==> src/verilog/lfss_defines.svh <==
// constants for the led fault and soft-start sequencer
// assumes the switching clock is the sequencer clock, one tick per period
`ifndef LFSS_DEFINES_SVH
`define LFSS_DEFINES_SVH
// cooldown length in nominal switching periods
`define LFSS_COOLDOWN_PERIODS 32768
// soft-start total cycles and cycles per step
`define LFSS_SS_CYCLES 1024
`define LFSS_SS_STEP_CYCLES 16
`define LFSS_SS_STEPS 64
// starting frequency setting, about 40 percent of nominal (of 63)
`define LFSS_FREQ_START 6'h19
`define LFSS_FREQ_NOM 6'h3F
`define LFSS_ILIM_START 6'h00
`endif

==> src/verilog/lfss_pkg.sv <==
// types shared by the sequencer files
// assumes the defines header is compiled alongside
package lfss_pkg;
  typedef enum {
    LFSS_OFF, LFSS_WAIT_DIM, LFSS_SOFT, LFSS_RUN, LFSS_COOL
  } lfss_state_e;
  // synchronised comparator results
  typedef struct packed {
    logic overCurrent;
    logic fbLow;
    logic fbOpenBand;
    logic senseLow;
    logic overVolt;
    logic senseNegLow;
    logic overTemp;
    logic tenPercent;
  } lfss_cmp_s;
endpackage

==> src/verilog/lfss_sequencer.sv <==
// fault and soft-start sequencer for a switching led driver
// assumes comparator levels arrive asynchronously; dimming input is
// synchronous to sys_clk, which ticks once per nominal switch period
`timescale 1ns/100ps
`include "lfss_defines.svh"

// Contract
// - short, overvoltage or overcurrent stops switching, opens load, flags
// - serious-fault shutdown acts at once, not at cycle end; short skips the raw path and waits for the synchroniser
// - open led only flags; switching and load continue
// - sense drop above 700mV reports overcurrent
// - feedback below 300mV reports short, not during start-up
// - feedback 1.17V to 1.3V with sense under 25mV reports open
// - feedback above 1.3V reports overvoltage
// - every fault pulls the open-drain flag low; outside pulls up
// - after short or overcurrent, cool down then full soft-start
// - cooldown lasts at least 32768 nominal switch periods
// - flag stays set through fault restart until clean finish
// - soft-start begins near 40% frequency, near-zero limit, relaxes
// - soft-start is 1024 cycles, stepping every 16
// - every soft-start waits for the first dimming pulse
// - soft-start ignores dimming low until done or 10% current
// - enable low stops switching, resets soft-start, opens load
// - negative sense below 2.5V disables open and short detection
// - over-temperature stops, resets soft-start, opens load
module lfss_sequencer
  import lfss_pkg::*;
#(
  parameter int COOLDOWN_PERIODS = `LFSS_COOLDOWN_PERIODS
) (
  input wire logic sys_clk,
  input wire logic rstn,
  input wire logic enableIn,
  input wire logic dimPwm,
  input wire logic cmpOverCurrent,
  input wire logic cmpFbLow,
  input wire logic cmpFbOpenBand,
  input wire logic cmpSenseLow,
  input wire logic cmpOverVolt,
  input wire logic cmpSenseNegLow,
  input wire logic cmpOverTemp,
  input wire logic cmpTenPercent,
  output logic switchEnable,
  output logic loadDisconnectGate,
  output logic faultFlagOut,
  output logic faultFlagOe,
  output logic softStartActive,
  output logic [5:0] freqSet,
  output logic [5:0] ilimSet
);
  localparam int CCW = $clog2(COOLDOWN_PERIODS) + 1;

  lfss_cmp_s cmpRaw, cmp;
  lfss_state_e state_r, state_nxt;
  logic [CCW-1:0] cool_r, cool_nxt;
  logic flag_r, flag_nxt;
  logic restart_r, restart_nxt;
  logic ssBypass_r, ssBypass_nxt;
  logic sw_r, sw_nxt, load_r, load_nxt;
  logic ssActive_r;
  logic [5:0] freq_r, ilim_r;
  logic rampClear, rampRun, rampDone;
  logic [5:0] rampFreq, rampIlim;
  logic detOc, detShort, detOpen, detOv, hiccup, stopNow, anyFault;
  logic fastKill;

  // --------------------------------------------------
  // comparator synchronisation
  // --------------------------------------------------
  assign cmpRaw = '{overCurrent: cmpOverCurrent, fbLow: cmpFbLow,
                    fbOpenBand: cmpFbOpenBand, senseLow: cmpSenseLow,
                    overVolt: cmpOverVolt, senseNegLow: cmpSenseNegLow,
                    overTemp: cmpOverTemp, tenPercent: cmpTenPercent};

  lfss_sync #(.WIDTH($bits(lfss_cmp_s))) uSync (
    .sys_clk(sys_clk),
    .rstn(rstn),
    .asyncIn(cmpRaw),
    .syncOut(cmp)
  );

  // --------------------------------------------------
  // fault decode
  // --------------------------------------------------
  // short and open are blinded while the negative sense node is low
  assign detOc = cmp.overCurrent;
  assign detOv = cmp.overVolt;
  assign detShort = cmp.fbLow && !cmp.senseNegLow &&
                    state_r == LFSS_RUN;
  assign detOpen = cmp.fbOpenBand && cmp.senseLow &&
                   !cmp.senseNegLow;
  assign hiccup = detOc || detShort;
  assign stopNow = hiccup || detOv || cmp.overTemp;
  assign anyFault = stopNow || detOpen;

  // raw comparators clear the switch at once; a glitch only costs a
  // pulse, and the registered path then decides the sequence
  assign fastKill = cmpOverCurrent || cmpOverVolt ||
                    cmpOverTemp;

  // --------------------------------------------------
  // sequence state, cooldown and flag
  // --------------------------------------------------
  always_comb begin
    state_nxt = state_r;
    cool_nxt = cool_r;
    flag_nxt = flag_r;
    restart_nxt = restart_r;
    ssBypass_nxt = ssBypass_r;
    case (state_r)
      LFSS_OFF: begin
        if (enableIn)
          state_nxt = LFSS_WAIT_DIM;
      end
      LFSS_WAIT_DIM: begin
        ssBypass_nxt = 1'b0;
        if (dimPwm)
          state_nxt = LFSS_SOFT;
      end
      LFSS_SOFT: begin
        if (cmp.tenPercent)
          ssBypass_nxt = 1'b1;
        if (rampDone)
          state_nxt = LFSS_RUN;
      end
      LFSS_RUN: begin
      end
      LFSS_COOL: begin
        if (cool_r == CCW'(COOLDOWN_PERIODS - 1))
          state_nxt = LFSS_WAIT_DIM;
        else
          cool_nxt = cool_r + 1'b1;
      end
      default: state_nxt = LFSS_OFF;
    endcase
    // serious faults override the sequence from any state but off and cooldown
    if (state_r != LFSS_OFF && state_r != LFSS_COOL && stopNow) begin
      restart_nxt = 1'b1;
      cool_nxt = '0;
      state_nxt = hiccup ? LFSS_COOL : LFSS_WAIT_DIM;
    end
    if (!enableIn) begin
      state_nxt = LFSS_OFF;
      restart_nxt = 1'b0;
    end
    // flag: set by any fault, held across a restart until clean finish
    if (anyFault)
      flag_nxt = 1'b1;
    else if (state_r == LFSS_SOFT && rampDone)
      flag_nxt = 1'b0;
    else if (!restart_r && state_r == LFSS_RUN)
      flag_nxt = 1'b0;
    if (state_r == LFSS_SOFT && rampDone && !anyFault)
      restart_nxt = 1'b0;
  end

  // --------------------------------------------------
  // ramp control
  // --------------------------------------------------
  assign rampClear = state_r != LFSS_SOFT;
  assign rampRun = state_r == LFSS_SOFT;

  lfss_ramp uRamp (
    .sys_clk(sys_clk),
    .rstn(rstn),
    .clear(rampClear),
    .run(rampRun),
    .done(rampDone),
    .freqSet(rampFreq),
    .ilimSet(rampIlim)
  );

  // --------------------------------------------------
  // drive outputs
  // --------------------------------------------------
  // open led never enters here, so it leaves switching alone
  always_comb begin
    sw_nxt = 1'b0;
    load_nxt = 1'b0;
    case (state_nxt)
      LFSS_SOFT: begin
        sw_nxt = dimPwm || !ssBypass_nxt;
        load_nxt = sw_nxt;
      end
      LFSS_RUN: begin
        sw_nxt = dimPwm;
        load_nxt = dimPwm;
      end
      default: begin
        sw_nxt = 1'b0;
        load_nxt = 1'b0;
      end
    endcase
  end

  always_ff @(posedge sys_clk or negedge rstn) begin
    if (!rstn) begin
      state_r <= LFSS_OFF;
      cool_r <= '0;
      flag_r <= 1'b0;
      restart_r <= 1'b0;
      ssBypass_r <= 1'b0;
      sw_r <= 1'b0;
      load_r <= 1'b0;
      ssActive_r <= 1'b0;
      freq_r <= `LFSS_FREQ_START;
      ilim_r <= `LFSS_ILIM_START;
    end else begin
      state_r <= state_nxt;
      cool_r <= cool_nxt;
      flag_r <= flag_nxt;
      restart_r <= restart_nxt;
      ssBypass_r <= ssBypass_nxt;
      sw_r <= sw_nxt && !fastKill;
      load_r <= load_nxt && !fastKill;
      ssActive_r <= state_nxt == LFSS_SOFT;
      // the ramp clears once it leaves soft-start, so steady running
      // holds the nominal settings instead of the ramp's start values
      freq_r <= (state_nxt == LFSS_RUN) ? `LFSS_FREQ_NOM :
                rampFreq;
      ilim_r <= (state_nxt == LFSS_RUN) ? 6'h3F : rampIlim;
    end
  end

  assign switchEnable = sw_r;
  assign loadDisconnectGate = load_r;
  assign faultFlagOut = 1'b0; // open drain only ever pulls low
  assign faultFlagOe = flag_r;
  assign softStartActive = ssActive_r;
  assign freqSet = freq_r;
  assign ilimSet = ilim_r;
endmodule

==> src/verilog/lfss_sync.sv <==
// two-flop synchroniser for a bundle of comparator levels
// assumes the inputs are asynchronous levels
`timescale 1ns/100ps
module lfss_sync #(
  parameter int WIDTH = 8
) (
  input wire logic sys_clk,
  input wire logic rstn,
  input wire logic [WIDTH-1:0] asyncIn,
  output logic [WIDTH-1:0] syncOut
);
  logic [WIDTH-1:0] meta_r;
  logic [WIDTH-1:0] sync_r;

  // --------------------------------------------------
  // first stage feeds only the second
  // --------------------------------------------------
  always_ff @(posedge sys_clk or negedge rstn) begin
    if (!rstn) begin
      meta_r <= '0;
      sync_r <= '0;
    end else begin
      meta_r <= asyncIn;
      sync_r <= meta_r;
    end
  end
  assign syncOut = sync_r;
endmodule

==> src/verilog/lfss_ramp.sv <==
// soft-start ramp: step counter and frequency/current-limit settings
// assumes clear high outside soft-start, run high while soft-start is active
`timescale 1ns/100ps
`include "lfss_defines.svh"
module lfss_ramp #(
  parameter int SS_CYCLES = `LFSS_SS_CYCLES,
  parameter int STEP_CYCLES = `LFSS_SS_STEP_CYCLES
) (
  input wire logic sys_clk,
  input wire logic rstn,
  input wire logic clear,
  input wire logic run,
  output logic done,
  output logic [5:0] freqSet,
  output logic [5:0] ilimSet
);
  localparam int CW = $clog2(SS_CYCLES) + 1;
  logic [CW-1:0] cnt_r, cnt_nxt;
  logic [5:0] freq_r, freq_nxt, ilim_r, ilim_nxt;

  // --------------------------------------------------
  // step every STEP_CYCLES, monotonic toward nominal
  // --------------------------------------------------
  always_comb begin
    cnt_nxt = cnt_r;
    freq_nxt = freq_r;
    ilim_nxt = ilim_r;
    if (clear) begin
      cnt_nxt = '0;
      freq_nxt = `LFSS_FREQ_START;
      ilim_nxt = `LFSS_ILIM_START;
    end else if (run && cnt_r < CW'(SS_CYCLES)) begin
      cnt_nxt = cnt_r + 1'b1;
      if (cnt_r[3:0] == 4'(STEP_CYCLES - 1)) begin
        // saturate so the ramp never wraps back down
        if (freq_r != `LFSS_FREQ_NOM)
          freq_nxt = freq_r + 6'h01;
        if (ilim_r != 6'h3F)
          ilim_nxt = ilim_r + 6'h01;
      end
    end
  end

  always_ff @(posedge sys_clk or negedge rstn) begin
    if (!rstn) begin
      cnt_r <= '0;
      freq_r <= `LFSS_FREQ_START;
      ilim_r <= `LFSS_ILIM_START;
    end else begin
      cnt_r <= cnt_nxt;
      freq_r <= freq_nxt;
      ilim_r <= ilim_nxt;
    end
  end
  assign done = (cnt_r == CW'(SS_CYCLES));
  // the limit reaches full one step before the last; done forces both settings to full at the end
  assign freqSet = done ? `LFSS_FREQ_NOM : freq_r;
  assign ilimSet = done ? 6'h3F : ilim_r;
endmodule

==> config.mk <==
export PLATFORM = sky130hd
export DESIGN_NAME = lfss_sequencer
export DESIGN_NICKNAME = d
export VERILOG_FILES = /design/src/verilog/lfss_pkg.sv /design/src/verilog/lfss_sequencer.sv /design/src/verilog/lfss_sync.sv /design/src/verilog/lfss_ramp.sv
export VERILOG_INCLUDE_DIRS = /design/src /design/src/verilog
export SDC_FILE = /design/constraint.sdc
export NUM_CORES = 1
export LEC_CHECK = 0
export ABC_AREA = 1
export BUFFER_PORTS_ARGS = -buffer_cell sky130_fd_sc_hd__buf_2
export CAP_MARGIN = 40
export CORE_MARGIN = 2
export CORE_UTILIZATION = 60
export CTS_CLUSTER_SIZE = 14
export DETAILED_ROUTE_END_ITERATION = 8
export GPL_TIMING_DRIVEN = 1
export PLACE_DENSITY = 0.79
export SLEW_MARGIN = 0
export SYNTH_ARGS = -nofsm -noshare
export SYNTH_HDL_FRONTEND = slang
export SYNTH_SLANG_ARGS = --single-unit
==> constraint.sdc <==
create_clock -name sys_clk -period 2.3 [get_ports sys_clk]
set_input_delay 0.23 -clock sys_clk [delete_from_list [all_inputs] [get_ports sys_clk]]
set_output_delay 0.23 -clock sys_clk [all_outputs]
set_load 0.02 [all_outputs]
[Yosys cells after proc, flatten, opt, wreduce, memory -nomap -nowiden]
Index checks and enable logic that the tools add are counted.
Word-level totals
  bits in registers: 104
  bits in latches: 0
  bits in writable memories: 0
  bits in read-only memories: 0
  input bits: 12
  output and inout bits: 17
  word-level logic and storage cells: 105
  memories: 0
Cells by class
  $add $sub $neg: 4
  multiply operators: 0
  div/mod/pow operators: 0
  $lt $le $gt $ge: 1
  equality and inequality tests: 19
  shift operators: 0
  multiplexer cells: 33
  bitwise gates (word level): 0
  reduce and logical (&&, ||, !) cells: 34
Operators by type and width (number)
  equality test 32 x 3 -> 1 bit (second input constant): 5
  2-to-1 mux 32 bit: 5
  one-hot mux 32 bit (5 select lines): 1
  equality test 32 x 2 -> 1 bit (second input constant): 4
  2-to-1 mux 6 bit: 12
  2-to-1 mux 16 bit: 3
  equality test 32 x 1 -> 1 bit (second input constant): 1
  zero test 32 bit: 1
  inequality test 32 x 3 -> 1 bit (second input constant): 1
  inequality test 32 x 4 -> 1 bit (second input constant): 1
  nonzero test 32 bit: 1
  2-to-1 mux 11 bit: 2
  adder 16 x 1 -> 16 bit (second input constant): 1
  equality test 16 x 15 -> 1 bit (second input constant): 1
  adder 6 x 1 -> 6 bit (second input constant): 2
  inequality test 6 bit (second input constant): 2
  adder 11 x 1 -> 11 bit (second input constant): 1
  equality test 11 bit (second input constant): 1
  logical AND 1 bit: 11
  less-than comparator 11 bit (second input constant): 1
  nonzero test 2 bit: 5
  logical OR 1 bit: 7
  2-to-1 mux 1 bit: 7
  AND reduction 3 bit: 2
  8 further kinds: 13

[Logic depth before layout (Yosys ltp)]
Gate-level depths: netlist of run 1.
  depth after elaboration: 12
  gate-level depth with buffers: 15

[By module]
Synthesis of run 1 repeated with hierarchy kept, for this count alone.
Unflattened totals
  cells, all modules: 528
  area total of the unflattened synthesis: 4692.0 µm²
Modules (own cells, without submodules)
  lfss_sequencer: instances 1, cells each 308, area an instance 2854.0 µm², sequential area each 1630.3 µm²
  lfss_ramp: instances 1, cells each 204, area an instance 1437.6 µm², sequential area each 579.3 µm²
  lfss_sync: instances 1, cells each 16, area an instance 400.4 µm², sequential area each 400.4 µm²

[Worst setup path after synthesis of run 1]
Ideal clock, no wire load.
  path type: flip-flop to flip-flop
  start: register uRamp.cnt_r[0]
  end: register freq_r[1], in the netlist freqSet[1]
  data arrival time: 1.634 ns
  path slack: 0.601 ns
  cell stages (with the launch flop): 16
  buffers on the path: 1
  clock period less this slack: 1.699 ns
  cell sequence: dfrtp_1 > inv_1 > ha_1 > inv_1 > nor2_1 > nand3_1 > nor2_1 > nand3_1 > nand2_1 > inv_1 > nand3_1 > nand2_1 > nand2_1 > nand2_2 > buf_6 > nand2_1
On the way
  word-level cells in the longest chain between the ends: 7
Ends and longest elaborated chain
  from (decl): RTL line lfss_ramp.sv:18  | logic [CW-1:0] cnt_r, cnt_nxt;
  from (signal assigned): RTL line lfss_ramp.sv:50  | cnt_r <= cnt_nxt;
  equality test 11 bit (*): RTL line lfss_ramp.sv:55  | assign done = (cnt_r == CW'(SS_CYCLES));
  2-to-1 mux 32 bit: RTL line lfss_sequencer.sv:123  | if (rampDone)
  one-hot mux 32 bit (5 select lines): RTL line lfss_sequencer.sv:110  | case (state_r)
  2-to-1 mux 32 bit: RTL line lfss_sequencer.sv:137  | if (state_r != LFSS_OFF && state_r != LFSS_COOL && stopNow) begin
  2-to-1 mux 32 bit: RTL line lfss_sequencer.sv:142  | if (!enableIn) begin
  equality test 32 x 3 -> 1 bit: RTL line lfss_sequencer.sv:219  | freq_r <= (state_nxt == LFSS_RUN) ? `LFSS_FREQ_NOM :
  2-to-1 mux 6 bit (*): RTL line lfss_sequencer.sv:219
  to (signal assigned): RTL line lfss_sequencer.sv:206  | freq_r <= `LFSS_FREQ_START;
  to (signal assigned): RTL line lfss_sequencer.sv:219
  to (decl): RTL line lfss_sequencer.sv:61  | logic [5:0] freq_r, ilim_r;
Mark *: on every way between the ends. The rest lies on a longest branch, timed or not.
A chain may end at the register's enable or synchronous reset.

[Worst setup path in the final report of run 1]
  start: register state_r[2]
  end: register ilim_r[1], in the netlist ilimSet[1]
On the way
  word-level cells in the longest chain between the ends: 10
Ends and longest elaborated chain
  from (decl): RTL line lfss_sequencer.sv:54  | lfss_state_e state_r, state_nxt;
  from (signal assigned): RTL line lfss_sequencer.sv:209  | state_r <= state_nxt;
  equality test 32 x 3 -> 1 bit: RTL line lfss_sequencer.sv:89  | state_r == LFSS_RUN;
  logical AND 1 bit: RTL line lfss_sequencer.sv:88  | assign detShort = cmp.fbLow && !cmp.senseNegLow &&
  logical OR 1 bit: RTL line lfss_sequencer.sv:92  | assign hiccup = detOc || detShort;
  logical OR 1 bit (2 in a row): RTL line lfss_sequencer.sv:93  | assign stopNow = hiccup || detOv || cmp.overTemp;
  logical AND 1 bit: RTL line lfss_sequencer.sv:137
  2-to-1 mux 32 bit (*): RTL line lfss_sequencer.sv:137
  2-to-1 mux 32 bit (*): RTL line lfss_sequencer.sv:142
  named net state_nxt[1]: RTL line lfss_sequencer.sv:54
  equality test 32 x 3 -> 1 bit (*): RTL line lfss_sequencer.sv:221  | ilim_r <= (state_nxt == LFSS_RUN) ? 6'h3F : rampIlim;
  2-to-1 mux 6 bit (*): RTL line lfss_sequencer.sv:221
  to (signal assigned): RTL line lfss_sequencer.sv:207  | ilim_r <= `LFSS_ILIM_START;
  to (signal assigned): RTL line lfss_sequencer.sv:221
  to (decl): RTL line lfss_sequencer.sv:61
Mark *: on every way through the listed nets, which the timed path passes. The rest lies on a longest branch.

==> results of run 1 <==
## synthesized netlist by cell type, types with 3 or more instances
cell type                  number
sky130_fd_sc_hd__dfrtp_1       98
sky130_fd_sc_hd__nor2_1        86
sky130_fd_sc_hd__nand2_1       83
sky130_fd_sc_hd__inv_1         56
sky130_fd_sc_hd__nand3_1       27
sky130_fd_sc_hd__a21oi_1       20
sky130_fd_sc_hd__o21ai_0       16
sky130_fd_sc_hd__nor3_1        13
sky130_fd_sc_hd__dfstp_2        6
sky130_fd_sc_hd__nand4_1        6
sky130_fd_sc_hd__ha_1           5
sky130_fd_sc_hd__nand2_2        5
sky130_fd_sc_hd__nor2_2         5
sky130_fd_sc_hd__xor2_1         5
sky130_fd_sc_hd__nor2_4         4
sky130_fd_sc_hd__a211oi_1       3
sky130_fd_sc_hd__buf_4          3
## how the worst min path moves through the flow
| stage | from | end | slack, ns |
|---|---|---|---|
| 2_1_floorplan | rstn | cool_r[0] | -0.07 |
| 3_3_place_gp | rstn | cool_r[3] | 0.15 |
| 3_5_place_dp | rstn | cool_r[5] | 0.15 |
| 4_1_cts | dimPwm | loadDisconnectGate | 0.14 |
| 5_1_grt | enableIn | state_r[1] | 0.14 |
| 6_report | dimPwm | loadDisconnectGate | 0.16 |
## stage by stage
stage	hold WS [ns]	area (um^2)	utilization
detailed placement	0.146	4740	0.665
CTS	0.140	5040	0.706
floorplan	-0.0656	4470	-
finish	0.158	5040	0.706
global route	0.137	5040	0.706
global placement	0.148	4740	0.665
## flip-flops by register name (all words and copies together), names as in the netlist
signal              flops
uSync.meta_r            8
uSync.syncOut           8
uRamp.ilim_r            6
state_r                32
softStartActive         1
uRamp.freq_r            6
loadDisconnectGate      1
freqSet                 6
ssBypass_r              1
faultFlagOe             1
uRamp.cnt_r            11
ilimSet                 6
restart_r               1
cool_r                 16
## cell families (layout without fill, tap and decap cells)
group,after synthesis,in the layout,synth area share
AOI/OAI and AO/OA,48,48,0.0623
DFF,104,104,0.599
adders and majority gates,5,5,0.0144
buffers and inverters,67,118,0.0626
and+or+nand+nor,240,240,0.249
other,1,30,0.000860
xor gates and xnor gates,6,6,0.0121
## critical path, delay by kind of cell, from the launching register on
kind,cells,cell delay [ns]
simple gates,11,1.38
flops,1,0.43
buf+inv,1,0.18
## layout by cell type (no fill, tap or decap), types with 13 or more instances in the layout
cell	n
sky130_fd_sc_hd__a21oi_1	20
sky130_fd_sc_hd__buf_2	26
sky130_fd_sc_hd__conb_1	30
sky130_fd_sc_hd__dfrtp_1	98
sky130_fd_sc_hd__inv_1	56
sky130_fd_sc_hd__nand2_1	83
sky130_fd_sc_hd__nand3_1	27
sky130_fd_sc_hd__nor2_1	86
sky130_fd_sc_hd__nor3_1	13
sky130_fd_sc_hd__o21ai_0	16
## cell type report
type	instances	area share
clock buffers	9	0.0246
clock inverters	7	0.0157
inverters	59	0.0440
multi-input cells	329	0.315
flip-flops and latches	104	0.518
well taps	99	0.0246
repair buffers	43	0.0581
## power groups by stage
stage | Combinational, mW | Sequential, mW | Clock, mW
4_1_cts | 0.109 | 1.89 | 1.15
3_3_place_gp | 0.0944 | 1.92 | 0
2_1_floorplan | 0.0364 | 1.92 | 0
3_5_place_dp | 0.0976 | 1.92 | 0
6_report | 0.109 | 1.88 | 1.12
5_1_grt | 0.128 | 1.89 | 1.22
## timing repair
action | in CTS | in global routing
hold endpoints to repair | 27 | 0
setup endpoints to repair | 0 | 0
setup buffers | 0 | 0
hold buffers | 9 | 0
## layer usage
layer | up-vias | global-route usage | share of wire
met5 | - | 0 | 0
li1 | 1613 | - | -
met1 | 1551 | 0.290 | 0.41
met3 | 13 | 0.0711 | 0.034
met2 | 53 | 0.421 | 0.54
met4 | 0 | 0.0868 | 0.020
==> tab_implementation.tex, run 1 <==
\begin{tabular}{lr}
\hline
Metric & Value \\
\hline
\multicolumn{2}{l}{\textbf{Run status}} \\
\quad Outcome & finished, final reports clean \\
\multicolumn{2}{l}{\textbf{Finish}} \\
\quad Count of placed standard cells in the final layout, fillers left out & 650 \\
\quad Sequential cell area & 2610 um\^{}2 \\
\quad Area grow syn2layout & 15.5\% \\
\quad Antenna diode count & 0 \\
\quad Share of cells above drive strength 1 & 0.143 \\
\quad Nets@finish & 563 \\
\quad Area of combinational cells with multiple inputs & 1590 um\^{}2 \\
\quad Layout fillers & 556 \\
\multicolumn{2}{l}{\textbf{Die}} \\
\quad Core Footprint & 7140 um\^{}2 \\
\quad Effective utilization at floorplan & 0.611 \\
\quad Number of primary I/O pins & 29 \\
\quad Number of standard-cell rows in the floorplan & 31 \\
\quad Die H & 89.2 um \\
\quad Die Wd & 89.2 um \\
\quad Die Footprint & 7960 um\^{}2 \\
\multicolumn{2}{l}{\textbf{Yosys}} \\
\quad Sequential share of the synthesized area & 0.599 \\
\quad Post-Syn Area & 4360 um\^{}2 \\
\quad Post-Syn Area per Cell & 9.26 um\^{}2 \\
\quad EDFF count, synth & 0 \\
\quad FF+latch count, synth & 104 \\
\quad Proportion of register bits with asynchronous set or reset after synthesis & 1.00 \\
\quad Number of warnings reported in the yosys synthesis log & 0 \\
\quad Proportion of netlist area held by the largest area contributor & 0.563 \\
\quad Ranking of synthesized cells by area & sky130\_fd\_sc\_hd\_\_dfrtp\_1 (56\%), sky130\_fd\_sc\_hd\_\_nor2\_1 (7.4\%), sky130\_fd\_sc\_hd\_\_nand2\_1 (7.1\%), sky130\_fd\_sc\_hd\_\_inv\_1 (4.8\%), sky130\_fd\_sc\_hd\_\_dfstp\_2 (3.6\%) \\
\quad Dominant register cell in the synthesized netlist & sky130\_fd\_sc\_hd\_\_dfrtp\_1 \\
\quad Post-synthesis cell count & 471 \\
\quad Distinct cell type count of the synthesized netlist & 38 \\
\quad Dominant cell type by area after synthesis & sky130\_fd\_sc\_hd\_\_dfrtp\_1 \\
\multicolumn{2}{l}{\textbf{Place}} \\
\quad Port bufs & 27 \\
\quad Routability-driven placement congestion ratio & 0.890 \\
\quad Dpl ws & 0.275 ns \\
\quad Total placed cells including tap cells & 625 \\
\quad Hpwl dp & 6110 um \\
\multicolumn{2}{l}{\textbf{Routing}} \\
\quad Drt wl/cell & 13.0 um \\
\quad Overall via count from detail\_route & 3230 \\
\quad Overall routed net length & 8480 um \\
\quad Violation count after the first detailed-routing iteration & 221 \\
\quad Post-route antenna net violation count & 0 \\
\quad Number of vias per cell & 4.97 \\
\quad Length of the first detailed-routing pass in iterations & 4 \\
\quad Number of remaining DRC errors & 0 \\
\multicolumn{2}{l}{\textbf{STA}} \\
\quad Minimum clock period & 2.04 ns \\
\quad Final total negative setup slack & 0 ns \\
\quad Worst setup skew after layout & 0.00680 ns \\
\quad Highest attainable clock frequency & 0.489 GHz \\
\quad Number of hold-slack violations in the final timing report & 0 \\
\quad Number of failing setup endpoints in the final timing report & 0 \\
\quad Period Utilization, post-route & 0.888 \\
\quad Setup repair after global routing missed its margin & no \\
\quad Post-route setup slack & 0.256 ns \\
\quad Number of pins with negative max-slew slack in the final report & 0 \\
\multicolumn{2}{l}{\textbf{Critical path}} \\
\quad Largest stage delay on the critical path & 0.43 ns \\
\quad Required @ worst endpoint & 2.61 ns \\
\quad Critical path start-end classification & reg2reg \\
\quad Setup slack on the worst flop-to-flop path & 0.26 ns \\
\quad Crit path launch & state\_r[2] \\
\quad CP Max Fanout & 12 \\
\quad Most frequent cell on the critical path & sky130\_fd\_sc\_hd\_\_nor2\_1 \\
\quad Highest-delay cell along the critical path & sky130\_fd\_sc\_hd\_\_dfrtp\_1 \\
\quad Setup crit start kind & flip-flop \\
\quad Sort of element at the end of the critical path & flip-flop \\
\quad Worst reg2reg path depth & 12 \\
\quad Start of the worst register-to-register path & state\_r[2] \\
\quad Cell breakdown of the critical path & nor2\_1 > nand3\_1 > nor2\_1 > nand2\_1 > nor2\_1 > buf\_4 > nor2\_1 > nand3\_1 > nand3\_2 > nor2\_4 > nand2\_2 > nand2\_1 \\
\quad Worst r2r dst & ilimSet[1] \\
\quad Arrival time at the worst endpoint & 2.36 ns \\
\quad Worst setup endpoint & ilimSet[1] \\
\multicolumn{2}{l}{\textbf{Pwr}} \\
\quad Leakage power & 2.37 nW \\
\quad Internal Dissipation & 2.34 mW \\
\quad Switching Power & 774 uW \\
\quad Sequential Power Share & 0.606 \\
\quad Combinational power share & 0.035 \\
\quad Max IR drop VDD & 0.000528 V \\
\quad Power density over the cells & 618 nW/um\^{}2 \\
\quad Power consumption & 3.11 mW \\
\quad Clk pwr share & 0.359 \\
\quad Net switching share of the total power & 0.249 \\
\multicolumn{2}{l}{\textbf{Global route}} \\
\quad Overall routing resource usage & 0.243 \\
\quad Total congestion overflow & 0 \\
\quad Maximum number of pins on one net before global-route repair & 59 \\
\quad Number of antenna violations at the first check in global routing & 0 \\
\quad Number of global-route vias before repair & 3288 \\
\quad First-pass GRT wire length & 14400 um \\
\multicolumn{2}{l}{\textbf{Hold path}} \\
\quad Number of stages on the worst hold path & 3 \\
\quad Worst hold path type & in2reg \\
\multicolumn{2}{l}{\textbf{Clocking}} \\
\quad CTS Root Buffer Type & sky130\_fd\_sc\_hd\_\_clkbuf\_8 \\
\quad CTS H-tree lvls & 3 \\
\quad Clock sink total & 104 \\
\quad Clock-pin slew on the worst setup and hold paths & 0.10 ns \\
\quad CTS max path bufs & 2 \\
\quad Insertion delay of the later-clocked pin in the worst-skew pair & 0.37 ns \\
\quad TritonCTS clock tree & built \\
\quad Number of cells upsized or downsized after cts & 0 \\
\quad Clock buffer count from CTS & 9 \\
\multicolumn{2}{l}{\textbf{Flow run}} \\
\quad Number of maximum-capacitance constraint violations & 0 \\
\hline
\end{tabular}
(Power assumes the default switching activity.)
==> run 2, diff against run 1 <==
--- a/config.mk
+++ b/config.mk
@@ -9,13 +9,15 @@
 export ABC_AREA = 1
 export BUFFER_PORTS_ARGS = -buffer_cell sky130_fd_sc_hd__buf_2
 export CAP_MARGIN = 40
-export CORE_MARGIN = 2
+export CORE_MARGIN = 3
 export CORE_UTILIZATION = 60
 export CTS_CLUSTER_SIZE = 14
 export DETAILED_ROUTE_END_ITERATION = 8
 export GPL_TIMING_DRIVEN = 1
 export PLACE_DENSITY = 0.79
+export REMOVE_ABC_BUFFERS = 1
 export SLEW_MARGIN = 0
 export SYNTH_ARGS = -nofsm -noshare
 export SYNTH_HDL_FRONTEND = slang
 export SYNTH_SLANG_ARGS = --single-unit
+export TNS_END_PERCENT = 100
==> run 2 against run 1 <==
Via count up 0.28%. Sequential power is essentially flat. Setup slack worse by 0.053 ns. Wire length decreased by 2.3%. Clock-buffer cell count unchanged. Clock skew rose by 0.0066 ns. Die area is 4.5% higher. Sequential share of layout area is 0.21 points lower. Critical endpoint is now cool_r[13].
==> tab_implementation.tex, run 2 (same netlist as run 1, synthesis figures left out) <==
\begin{tabular}{lr}
\hline
Metric & Value \\
\hline
\multicolumn{2}{l}{\textbf{STA}} \\
\quad Worst-case hold slack & 0.171 ns (+0.0135 ns) \\
\quad Worst setup skew after layout & 0.0134 ns (+0.00663 ns) \\
\quad Highest attainable clock frequency & 0.477 GHz (-2.5\%) \\
\quad Setup repair after global routing missed its margin & no \\
\quad Number of hold-slack violations in the final timing report & 0 (unchanged) \\
\quad Post-route setup slack & 0.203 ns (-0.0532 ns) \\
\quad Period Utilization, post-route & 0.912 (+0.0231) \\
\quad Minimum clock period & 2.10 ns (+0.0532 ns) \\
\quad Number of failing setup endpoints in the final timing report & 0 (unchanged) \\
\quad Number of pins with negative max-slew slack in the final report & 0 (unchanged) \\
\multicolumn{2}{l}{\textbf{Clocking}} \\
\quad Clock-pin slew on the worst setup and hold paths & 0.12 ns (+0.02 ns) \\
\quad CTS max path bufs & 2 (unchanged) \\
\quad Clock buffer count from CTS & 9 (unchanged) \\
\quad CTS H-tree lvls & 3 (unchanged) \\
\quad CTS Root Buffer Type & sky130\_fd\_sc\_hd\_\_clkbuf\_8 \\
\quad Setup Fix Bufs, Post-CTS & 0 (unchanged) \\
\quad Clock sink total & 104 (unchanged) \\
\quad TritonCTS clock tree & built \\
\quad Insertion delay of the later-clocked pin in the worst-skew pair & 0.38 ns (about the same) \\
\multicolumn{2}{l}{\textbf{Finish}} \\
\quad Share of cells above drive strength 1 & 0.145 (+0.00181) \\
\quad Most frequent cells in the layout & sky130\_fd\_sc\_hd\_\_dfrtp\_1 (98), sky130\_fd\_sc\_hd\_\_nor2\_1 (86), sky130\_fd\_sc\_hd\_\_nand2\_1 (83) \\
\quad Registers with the most flip-flops & state\_r (32), cool\_r (16), uRamp.cnt\_r (11) \\
\quad Layout fillers & 523 (-5.9\%) \\
\quad Flip-flop count of the largest register after layout & 32 (unchanged) \\
\quad Most common cell after layout, fill and taps aside & sky130\_fd\_sc\_hd\_\_dfrtp\_1 \\
\quad Antenna diode count & 0 (unchanged) \\
\quad Area grow syn2layout & 16.0\% \\
\quad Register with the highest flop count & state\_r \\
\quad Nets@finish & 563 (unchanged) \\
\multicolumn{2}{l}{\textbf{Run status}} \\
\quad Outcome & finished, final reports clean \\
\multicolumn{2}{l}{\textbf{Die}} \\
\quad Die H & 91.2 um (+2.2\%) \\
\quad Core Footprint & 6910 um\^{}2 (-3.2\%) \\
\quad Die Footprint & 8320 um\^{}2 (+4.5\%) \\
\quad Number of standard-cell rows in the floorplan & 30 (-3.2\%) \\
\quad Number of primary I/O pins & 29 (unchanged) \\
\quad Effective utilization at floorplan & 0.631 (+0.0204) \\
\quad Die Wd & 91.2 um (+2.2\%) \\
\multicolumn{2}{l}{\textbf{Place}} \\
\quad Hpwl dp & 5960 um (-2.5\%) \\
\quad Dpl ws & 0.203 ns (-0.0720 ns) \\
\quad Port bufs & 27 (unchanged) \\
\quad Routability-driven placement congestion ratio & 0.889 (about the same) \\
\multicolumn{2}{l}{\textbf{Routing}} \\
\quad Number of remaining DRC errors & 0 (unchanged) \\
\quad Length of the first detailed-routing pass in iterations & 5 (+1) \\
\quad Number of vias per cell & 5.01 (+0.74\%) \\
\quad Post-route antenna net violation count & 0 (unchanged) \\
\quad Overall via count from detail\_route & 3239 (+0.28\%) \\
\quad Violation count after the first detailed-routing iteration & 168 (-24\%) \\
\quad Overall routed net length & 8280 um (-2.3\%) \\
\quad Drt wl/cell & 12.8 um (-1.9\%) \\
\multicolumn{2}{l}{\textbf{Global route}} \\
\quad First-pass GRT wire length & 14300 um (-0.38\%) \\
\quad Number of antenna violations at the first check in global routing & 0 (unchanged) \\
\quad Maximum number of pins on one net before global-route repair & 46 (-22\%) \\
\quad Total congestion overflow & 0 (unchanged) \\
\quad Number of global-route vias before repair & 3214 (-2.3\%) \\
\quad Overall routing resource usage & 0.216 (-0.0267) \\
\multicolumn{2}{l}{\textbf{Critical path}} \\
\quad Required @ worst endpoint & 2.58 ns (-0.03 ns) \\
\quad Start of the worst register-to-register path & state\_r[28] \\
\quad Setup slack on the worst flop-to-flop path & 0.20 ns (-0.05 ns) \\
\quad Sort of element at the end of the critical path & flip-flop \\
\quad Worst r2r dst & cool\_r[13] \\
\quad Worst reg2reg path depth & 11 (-1) \\
\quad Critical path start-end classification & reg2reg \\
\quad Setup crit start kind & flip-flop \\
\quad CP Max Fanout & 12 (unchanged) \\
\quad Arrival time at the worst endpoint & 2.38 ns (+0.02 ns) \\
\multicolumn{2}{l}{\textbf{Hold path}} \\
\quad Start point of the worst hold path & enableIn \\
\quad Worst hold path endpoint & state\_r[1] \\
\quad Number of stages on the worst hold path & 3 (unchanged) \\
\quad Worst hold path type & in2reg \\
\multicolumn{2}{l}{\textbf{Flow run}} \\
\quad Number of maximum-capacitance constraint violations & 0 (unchanged) \\
\multicolumn{2}{l}{\textbf{Pwr}} \\
\quad Power density over the cells & 633 nW/um\^{}2 (+2.4\%) \\
\quad Leakage power & 2.38 nW (+0.34\%) \\
\quad Max IR drop VDD & 0.000540 V (+2.4\%) \\
\hline
\end{tabular}
[run 2: cell count changes in the layout (fill, tap and decap cells not counted)]
cell	before	now
sky130_fd_sc_hd__inv_6	3	0
sky130_fd_sc_hd__inv_12	0	2
sky130_fd_sc_hd__inv_8	1	3
sky130_fd_sc_hd__clkinv_4	1	0
sky130_fd_sc_hd__clkinvlp_4	0	1
sky130_fd_sc_hd__inv_1	56	55
[run 2: power by group]
part | switching [mW] | internal [mW]
clock network | 0.742 | 0.463
logic | 0.0742 | 0.0344
registers | 0.0145 | 1.87
total | 0.831 | 2.37
[run 2: timing repair]
action                                  4_1_cts  5_1_grt
hold buffers                                  9        0
endpoints found under the setup margin        0        2
resized for setup                             0        1
hold endpoints to repair                     35        0
[run 2: worst max-delay path, cell delays in order (launching register included)]
cell                         delay [ns]
sky130_fd_sc_hd__dfrtp_1           0.38
sky130_fd_sc_hd__nor2_1            0.11
sky130_fd_sc_hd__nand2_1           0.07
sky130_fd_sc_hd__nor2_1            0.13
sky130_fd_sc_hd__nand2_2           0.16
sky130_fd_sc_hd__nor2_4            0.21
sky130_fd_sc_hd__nor2_1            0.11
sky130_fd_sc_hd__nand2_4           0.16
sky130_fd_sc_hd__clkinvlp_4        0.25
sky130_fd_sc_hd__nor2_1            0.26
sky130_fd_sc_hd__nand2_1           0.08
sky130_fd_sc_hd__o31ai_1           0.07
[run 2: through the flow]
| step | std cells | setup TNS (ns) | cell area, um^2 | util | total power, mW |
|---|---|---|---|---|---|
| after floorplan | 492 | -0.00470 | 4420 | - | 1.95 |
| after global routing | 647 | 0 | 5060 | 0.732 | 3.33 |
| after detailed placement | 622 | 0 | 4740 | 0.686 | 2.02 |
| final | 647 | 0 | 5060 | 0.732 | 3.20 |
| after CTS | 647 | 0 | 5050 | 0.732 | 3.23 |
| after global placement | 622 | 0 | 4740 | 0.686 | 2.01 |
[run 2: worst max path at each step]
| stage | startpoint | end | cells after the start |
|---|---|---|---|
| after floorplan | state_r[26] | uRamp.freq_r[5] | 11 |
| after global placement | state_r[18] | cool_r[1] | 12 |
| after detailed placement | state_r[22] | cool_r[1] | 12 |
| after CTS | state_r[28] | cool_r[1] | 12 |
| after global routing | state_r[28] | cool_r[13] | 11 |
| final | state_r[28] | cool_r[13] | 11 |
[run 2: cell type report]
| type | count | area (um^2) | share of cell area |
|---|---|---|---|
| clock buffer | 9 | 124 | 0.0245 |
| inverter | 59 | 225 | 0.0445 |
| clock inverter | 7 | 98.8 | 0.0195 |
| tap | 96 | 120 | 0.0238 |
| sequential | 104 | 2610 | 0.516 |
| timing repair buffer | 43 | 293 | 0.0579 |
| multi-input combinational | 329 | 1590 | 0.314 |
[run 2: routing by layer]
layer  GRT usage  wire (um)
met2       0.391       4380
met3      0.0539        300
met5           0          0
met4      0.0528        130
met1       0.259       3470
==> run 3, diff against run 2 <==
--- a/config.mk
+++ b/config.mk
@@ -10,11 +10,10 @@
 export BUFFER_PORTS_ARGS = -buffer_cell sky130_fd_sc_hd__buf_2
 export CAP_MARGIN = 40
 export CORE_MARGIN = 3
-export CORE_UTILIZATION = 60
+export CORE_UTILIZATION = 25
 export CTS_CLUSTER_SIZE = 14
 export DETAILED_ROUTE_END_ITERATION = 8
 export GPL_TIMING_DRIVEN = 1
-export PLACE_DENSITY = 0.79
 export REMOVE_ABC_BUFFERS = 1
 export SLEW_MARGIN = 0
 export SYNTH_ARGS = -nofsm -noshare
==> constraint.sdc (replaced) <==
create_clock -name sys_clk -period 2.15 [get_ports sys_clk]
set_input_delay 0.215 -clock sys_clk [delete_from_list [all_inputs] [get_ports sys_clk]]
set_output_delay 0.215 -clock sys_clk [all_outputs]
set_load 0.02 [all_outputs]
==> run 3 against run 2 <==
Clock-buffer cell count rose by 2. Core utilization fell by 42 points. Maximum frequency rose by 9.4%. Final cell count rose by 19%. Non-clock buffer count did not move. Clock power rose by 45%. Critical endpoint is now cool_r[9]. Sequential power rose by 7%. Highest routed layer unchanged. Cell area rose by 5.4%. Hold slack improved by 0.0066 ns. Register-to-register slack improved by 0.03 ns. Clock skew fell by 0.0044 ns. Setup slack improved by 0.030 ns.
==> tab_implementation.tex, run 3 (same netlist as run 1, synthesis figures left out) <==
\begin{tabular}{lr}
\hline
Metric & Value \\
\hline
\multicolumn{2}{l}{\textbf{Clocking}} \\
\quad CTS H-tree lvls & 3 (unchanged) \\
\quad Clock buffer count from CTS & 9 (unchanged) \\
\quad Insertion delay of the later-clocked pin in the worst-skew pair & 0.35 ns (-0.03 ns) \\
\quad Clock sink total & 104 (unchanged) \\
\quad CTS max path bufs & 2 (unchanged) \\
\quad CTS Root Buffer Type & sky130\_fd\_sc\_hd\_\_clkbuf\_16 \\
\quad Clock-pin slew on the worst setup and hold paths & 0.07 ns (-0.05 ns) \\
\quad TritonCTS clock tree & built \\
\multicolumn{2}{l}{\textbf{STA}} \\
\quad Number of hold-slack violations in the final timing report & 0 (unchanged) \\
\quad Number of pins with negative max-slew slack in the final report & 0 (unchanged) \\
\quad Highest attainable clock frequency & 0.522 GHz (+9.4\%) \\
\quad Post-route setup slack & 0.233 ns (+0.0302 ns) \\
\quad Worst-case hold slack & 0.178 ns (+0.00660 ns) \\
\quad Minimum clock period & 1.92 ns (-0.180 ns) \\
\quad Setup repair after global routing missed its margin & yes \\
\quad Number of failing setup endpoints in the final timing report & 0 (unchanged) \\
\quad Final total negative setup slack & 0 ns (unchanged) \\
\quad Worst setup skew after layout & 0.00900 ns (-0.00443 ns) \\
\quad Period Utilization, post-route & 0.891 (-0.0202) \\
\multicolumn{2}{l}{\textbf{Critical path}} \\
\quad Cell class contributing the biggest share of worst-path delay & simple AND/OR/NAND/NOR gates \\
\quad Arrival time at the worst endpoint & 2.17 ns (-0.21 ns) \\
\quad Critical path start-end classification & reg2reg \\
\quad Largest stage delay on the critical path & 0.36 ns (-0.02 ns) \\
\quad Required @ worst endpoint & 2.40 ns (-0.18 ns) \\
\quad Buffers \& Inverters on Critical Path & 2 (+1) \\
\quad Cell breakdown of the critical path & nor2\_1 > nand2\_1 > nor2\_1 > nand2\_2 > nor2\_4 > nor2\_1 > nand2\_4 > clkinvlp\_4 > buf\_4 > a211oi\_1 \\
\quad Setup crit start kind & flip-flop \\
\quad CP Max Fanout & 9 (-3) \\
\quad Sort of element at the end of the critical path & flip-flop \\
\quad Most frequent cell on the critical path & sky130\_fd\_sc\_hd\_\_nor2\_1 \\
\quad Highest-delay cell along the critical path & sky130\_fd\_sc\_hd\_\_dfrtp\_1 \\
\multicolumn{2}{l}{\textbf{Hold path}} \\
\quad Worst hold path type & in2reg \\
\multicolumn{2}{l}{\textbf{Global route}} \\
\quad Met3 usage & 0.0262 (-0.0276) \\
\quad Total congestion overflow & 0 (unchanged) \\
\quad Number of antenna violations at the first check in global routing & 0 (unchanged) \\
\quad Number of global-route vias before repair & 3018 (-6.1\%) \\
\quad First-pass GRT wire length & 14500 um (+1.1\%) \\
\quad Met1 Track Usage GR & 0.120 (-0.139) \\
\quad Maximum number of pins on one net before global-route repair & 56 (+22\%) \\
\quad Global-route track usage on met2 & 0.149 (-0.242) \\
\quad Overall routing resource usage & 0.0927 (-0.124) \\
\quad Busiest layer in global routing & met2 \\
\multicolumn{2}{l}{\textbf{Flow run}} \\
\quad Number of maximum-capacitance constraint violations & 0 (unchanged) \\
\multicolumn{2}{l}{\textbf{Finish}} \\
\quad Most frequent cells in the layout & sky130\_fd\_sc\_hd\_\_dfrtp\_1 (98), sky130\_fd\_sc\_hd\_\_nor2\_1 (85), sky130\_fd\_sc\_hd\_\_nand2\_1 (83) \\
\quad Nets@finish & 563 (unchanged) \\
\quad Register with the highest flop count & state\_r \\
\quad Sequential cell area & 2610 um\^{}2 (unchanged) \\
\quad Most common cell after layout, fill and taps aside & sky130\_fd\_sc\_hd\_\_dfrtp\_1 \\
\quad Share of cells above drive strength 1 & 0.143 (-0.00181) \\
\quad Layout fillers & 1784 (+240\%) \\
\quad Flip-flop count of the largest register after layout & 32 (unchanged) \\
\quad Count of placed standard cells in the final layout, fillers left out & 771 (+19\%) \\
\quad Registers with the most flip-flops & state\_r (32), cool\_r (16), uRamp.cnt\_r (11) \\
\quad Area of combinational cells with multiple inputs & 1590 um\^{}2 (+0.47\%) \\
\quad Antenna diode count & 0 (unchanged) \\
\quad Area grow syn2layout & 22.2\% \\
\quad Utilization after layout & 0.317 (-0.415) \\
\quad Final non-filler cell area & 5330 um\^{}2 (+5.4\%) \\
\multicolumn{2}{l}{\textbf{Place}} \\
\quad Total placed cells including tap cells & 746 (+20\%) \\
\quad Post-place instance area & 4910 um\^{}2 (+3.5\%) \\
\quad Routability-driven placement congestion ratio & 0.768 (-14\%) \\
\quad Hpwl dp & 6020 um (+1.1\%) \\
\quad Port bufs & 27 (unchanged) \\
\quad Dpl ws & 0.173 ns (-0.0305 ns) \\
\multicolumn{2}{l}{\textbf{Pwr}} \\
\quad Leakage power & 2.43 nW (+2.2\%) \\
\quad Max IR drop VDD & 0.000389 V (-28\%) \\
\quad Power density over the cells & 729 nW/um\^{}2 (+15\%) \\
\quad Power consumption & 3.89 mW (+21\%) \\
\multicolumn{2}{l}{\textbf{Routing}} \\
\quad Post-route antenna net violation count & 0 (unchanged) \\
\quad Drt wl/cell & 10.9 um (-15\%) \\
\quad Length of the first detailed-routing pass in iterations & 5 (unchanged) \\
\quad Overall via count from detail\_route & 3138 (-3.1\%) \\
\quad Violation count after the first detailed-routing iteration & 153 (-8.9\%) \\
\quad Number of vias per cell & 4.07 (-19\%) \\
\quad Number of remaining DRC errors & 0 (unchanged) \\
\quad Overall routed net length & 8370 um (+1.1\%) \\
\multicolumn{2}{l}{\textbf{Die}} \\
\quad Die H & 138 um (+51\%) \\
\quad Die Footprint & 19100 um\^{}2 (+130\%) \\
\quad Number of primary I/O pins & 29 (unchanged) \\
\quad Effective utilization at floorplan & 0.259 (-0.372) \\
\quad Number of standard-cell rows in the floorplan & 47 (+57\%) \\
\quad Core Footprint & 16800 um\^{}2 (+140\%) \\
\quad Die Wd & 138 um (+51\%) \\
\multicolumn{2}{l}{\textbf{Run status}} \\
\quad Outcome & finished, final reports clean \\
\hline
\end{tabular}
-- run 3: timing repair --
action / 4_1_cts / 5_1_grt
setup buffers: 0 / 0
setup endpoints to repair: 0 / 11
hold buffers: 9 / 0
hold endpoints to repair: 34 / 0
resized for setup: 0 / 3
-- run 3: power breakdown --
part	switching, mW	internal (mW)
sequential	0.0149	2.00
clock	0.719	1.03
combinational	0.0792	0.0365
total	0.813	3.07
-- run 3: worst paths after layout --
kind	start	to	slack [ns]	cells past startpoint
min in group asynchronous	rstn	cool_r[4]	0.34	2
worst min-delay path	enableIn	state_r[0]	0.18	3
worst max register to register	state_r[24]	cool_r[9]	0.23	10
worst min register to register	uSync.meta_r[1]	uSync.syncOut[1]	0.35	0
worst max-delay path	state_r[24]	cool_r[9]	0.23	10
max in group asynchronous	rstn	freqSet[4]	1.13	3
-- run 3: cell type report --
cell class                      count  area share
Clock buffer                       11      0.0437
Clock inverter                      5      0.0164
Timing Repair Buffer               43      0.0573
Multi-Input combinational cell    329       0.299
Sequential cell                   104       0.490
Tap cell                          220      0.0517
Inverter                           59      0.0423
-- run 3: metal layers --
layer / vias to the layer above / wire (um)
met2: 41 / 4130
met1: 1477 / 3800
met5: - / 0
li1: 1607 / -
met4: 0 / 134
met3: 13 / 305
-- run 3: worst reg2reg max path: stages (launching register included) --
cell,delay (ns)
sky130_fd_sc_hd__dfrtp_1,0.36
sky130_fd_sc_hd__nor2_1,0.10
sky130_fd_sc_hd__nand2_1,0.05
sky130_fd_sc_hd__nor2_1,0.13
sky130_fd_sc_hd__nand2_2,0.16
sky130_fd_sc_hd__nor2_4,0.20
sky130_fd_sc_hd__nor2_1,0.11
sky130_fd_sc_hd__nand2_4,0.15
sky130_fd_sc_hd__clkinvlp_4,0.18
sky130_fd_sc_hd__buf_4,0.19
sky130_fd_sc_hd__a211oi_1,0.18
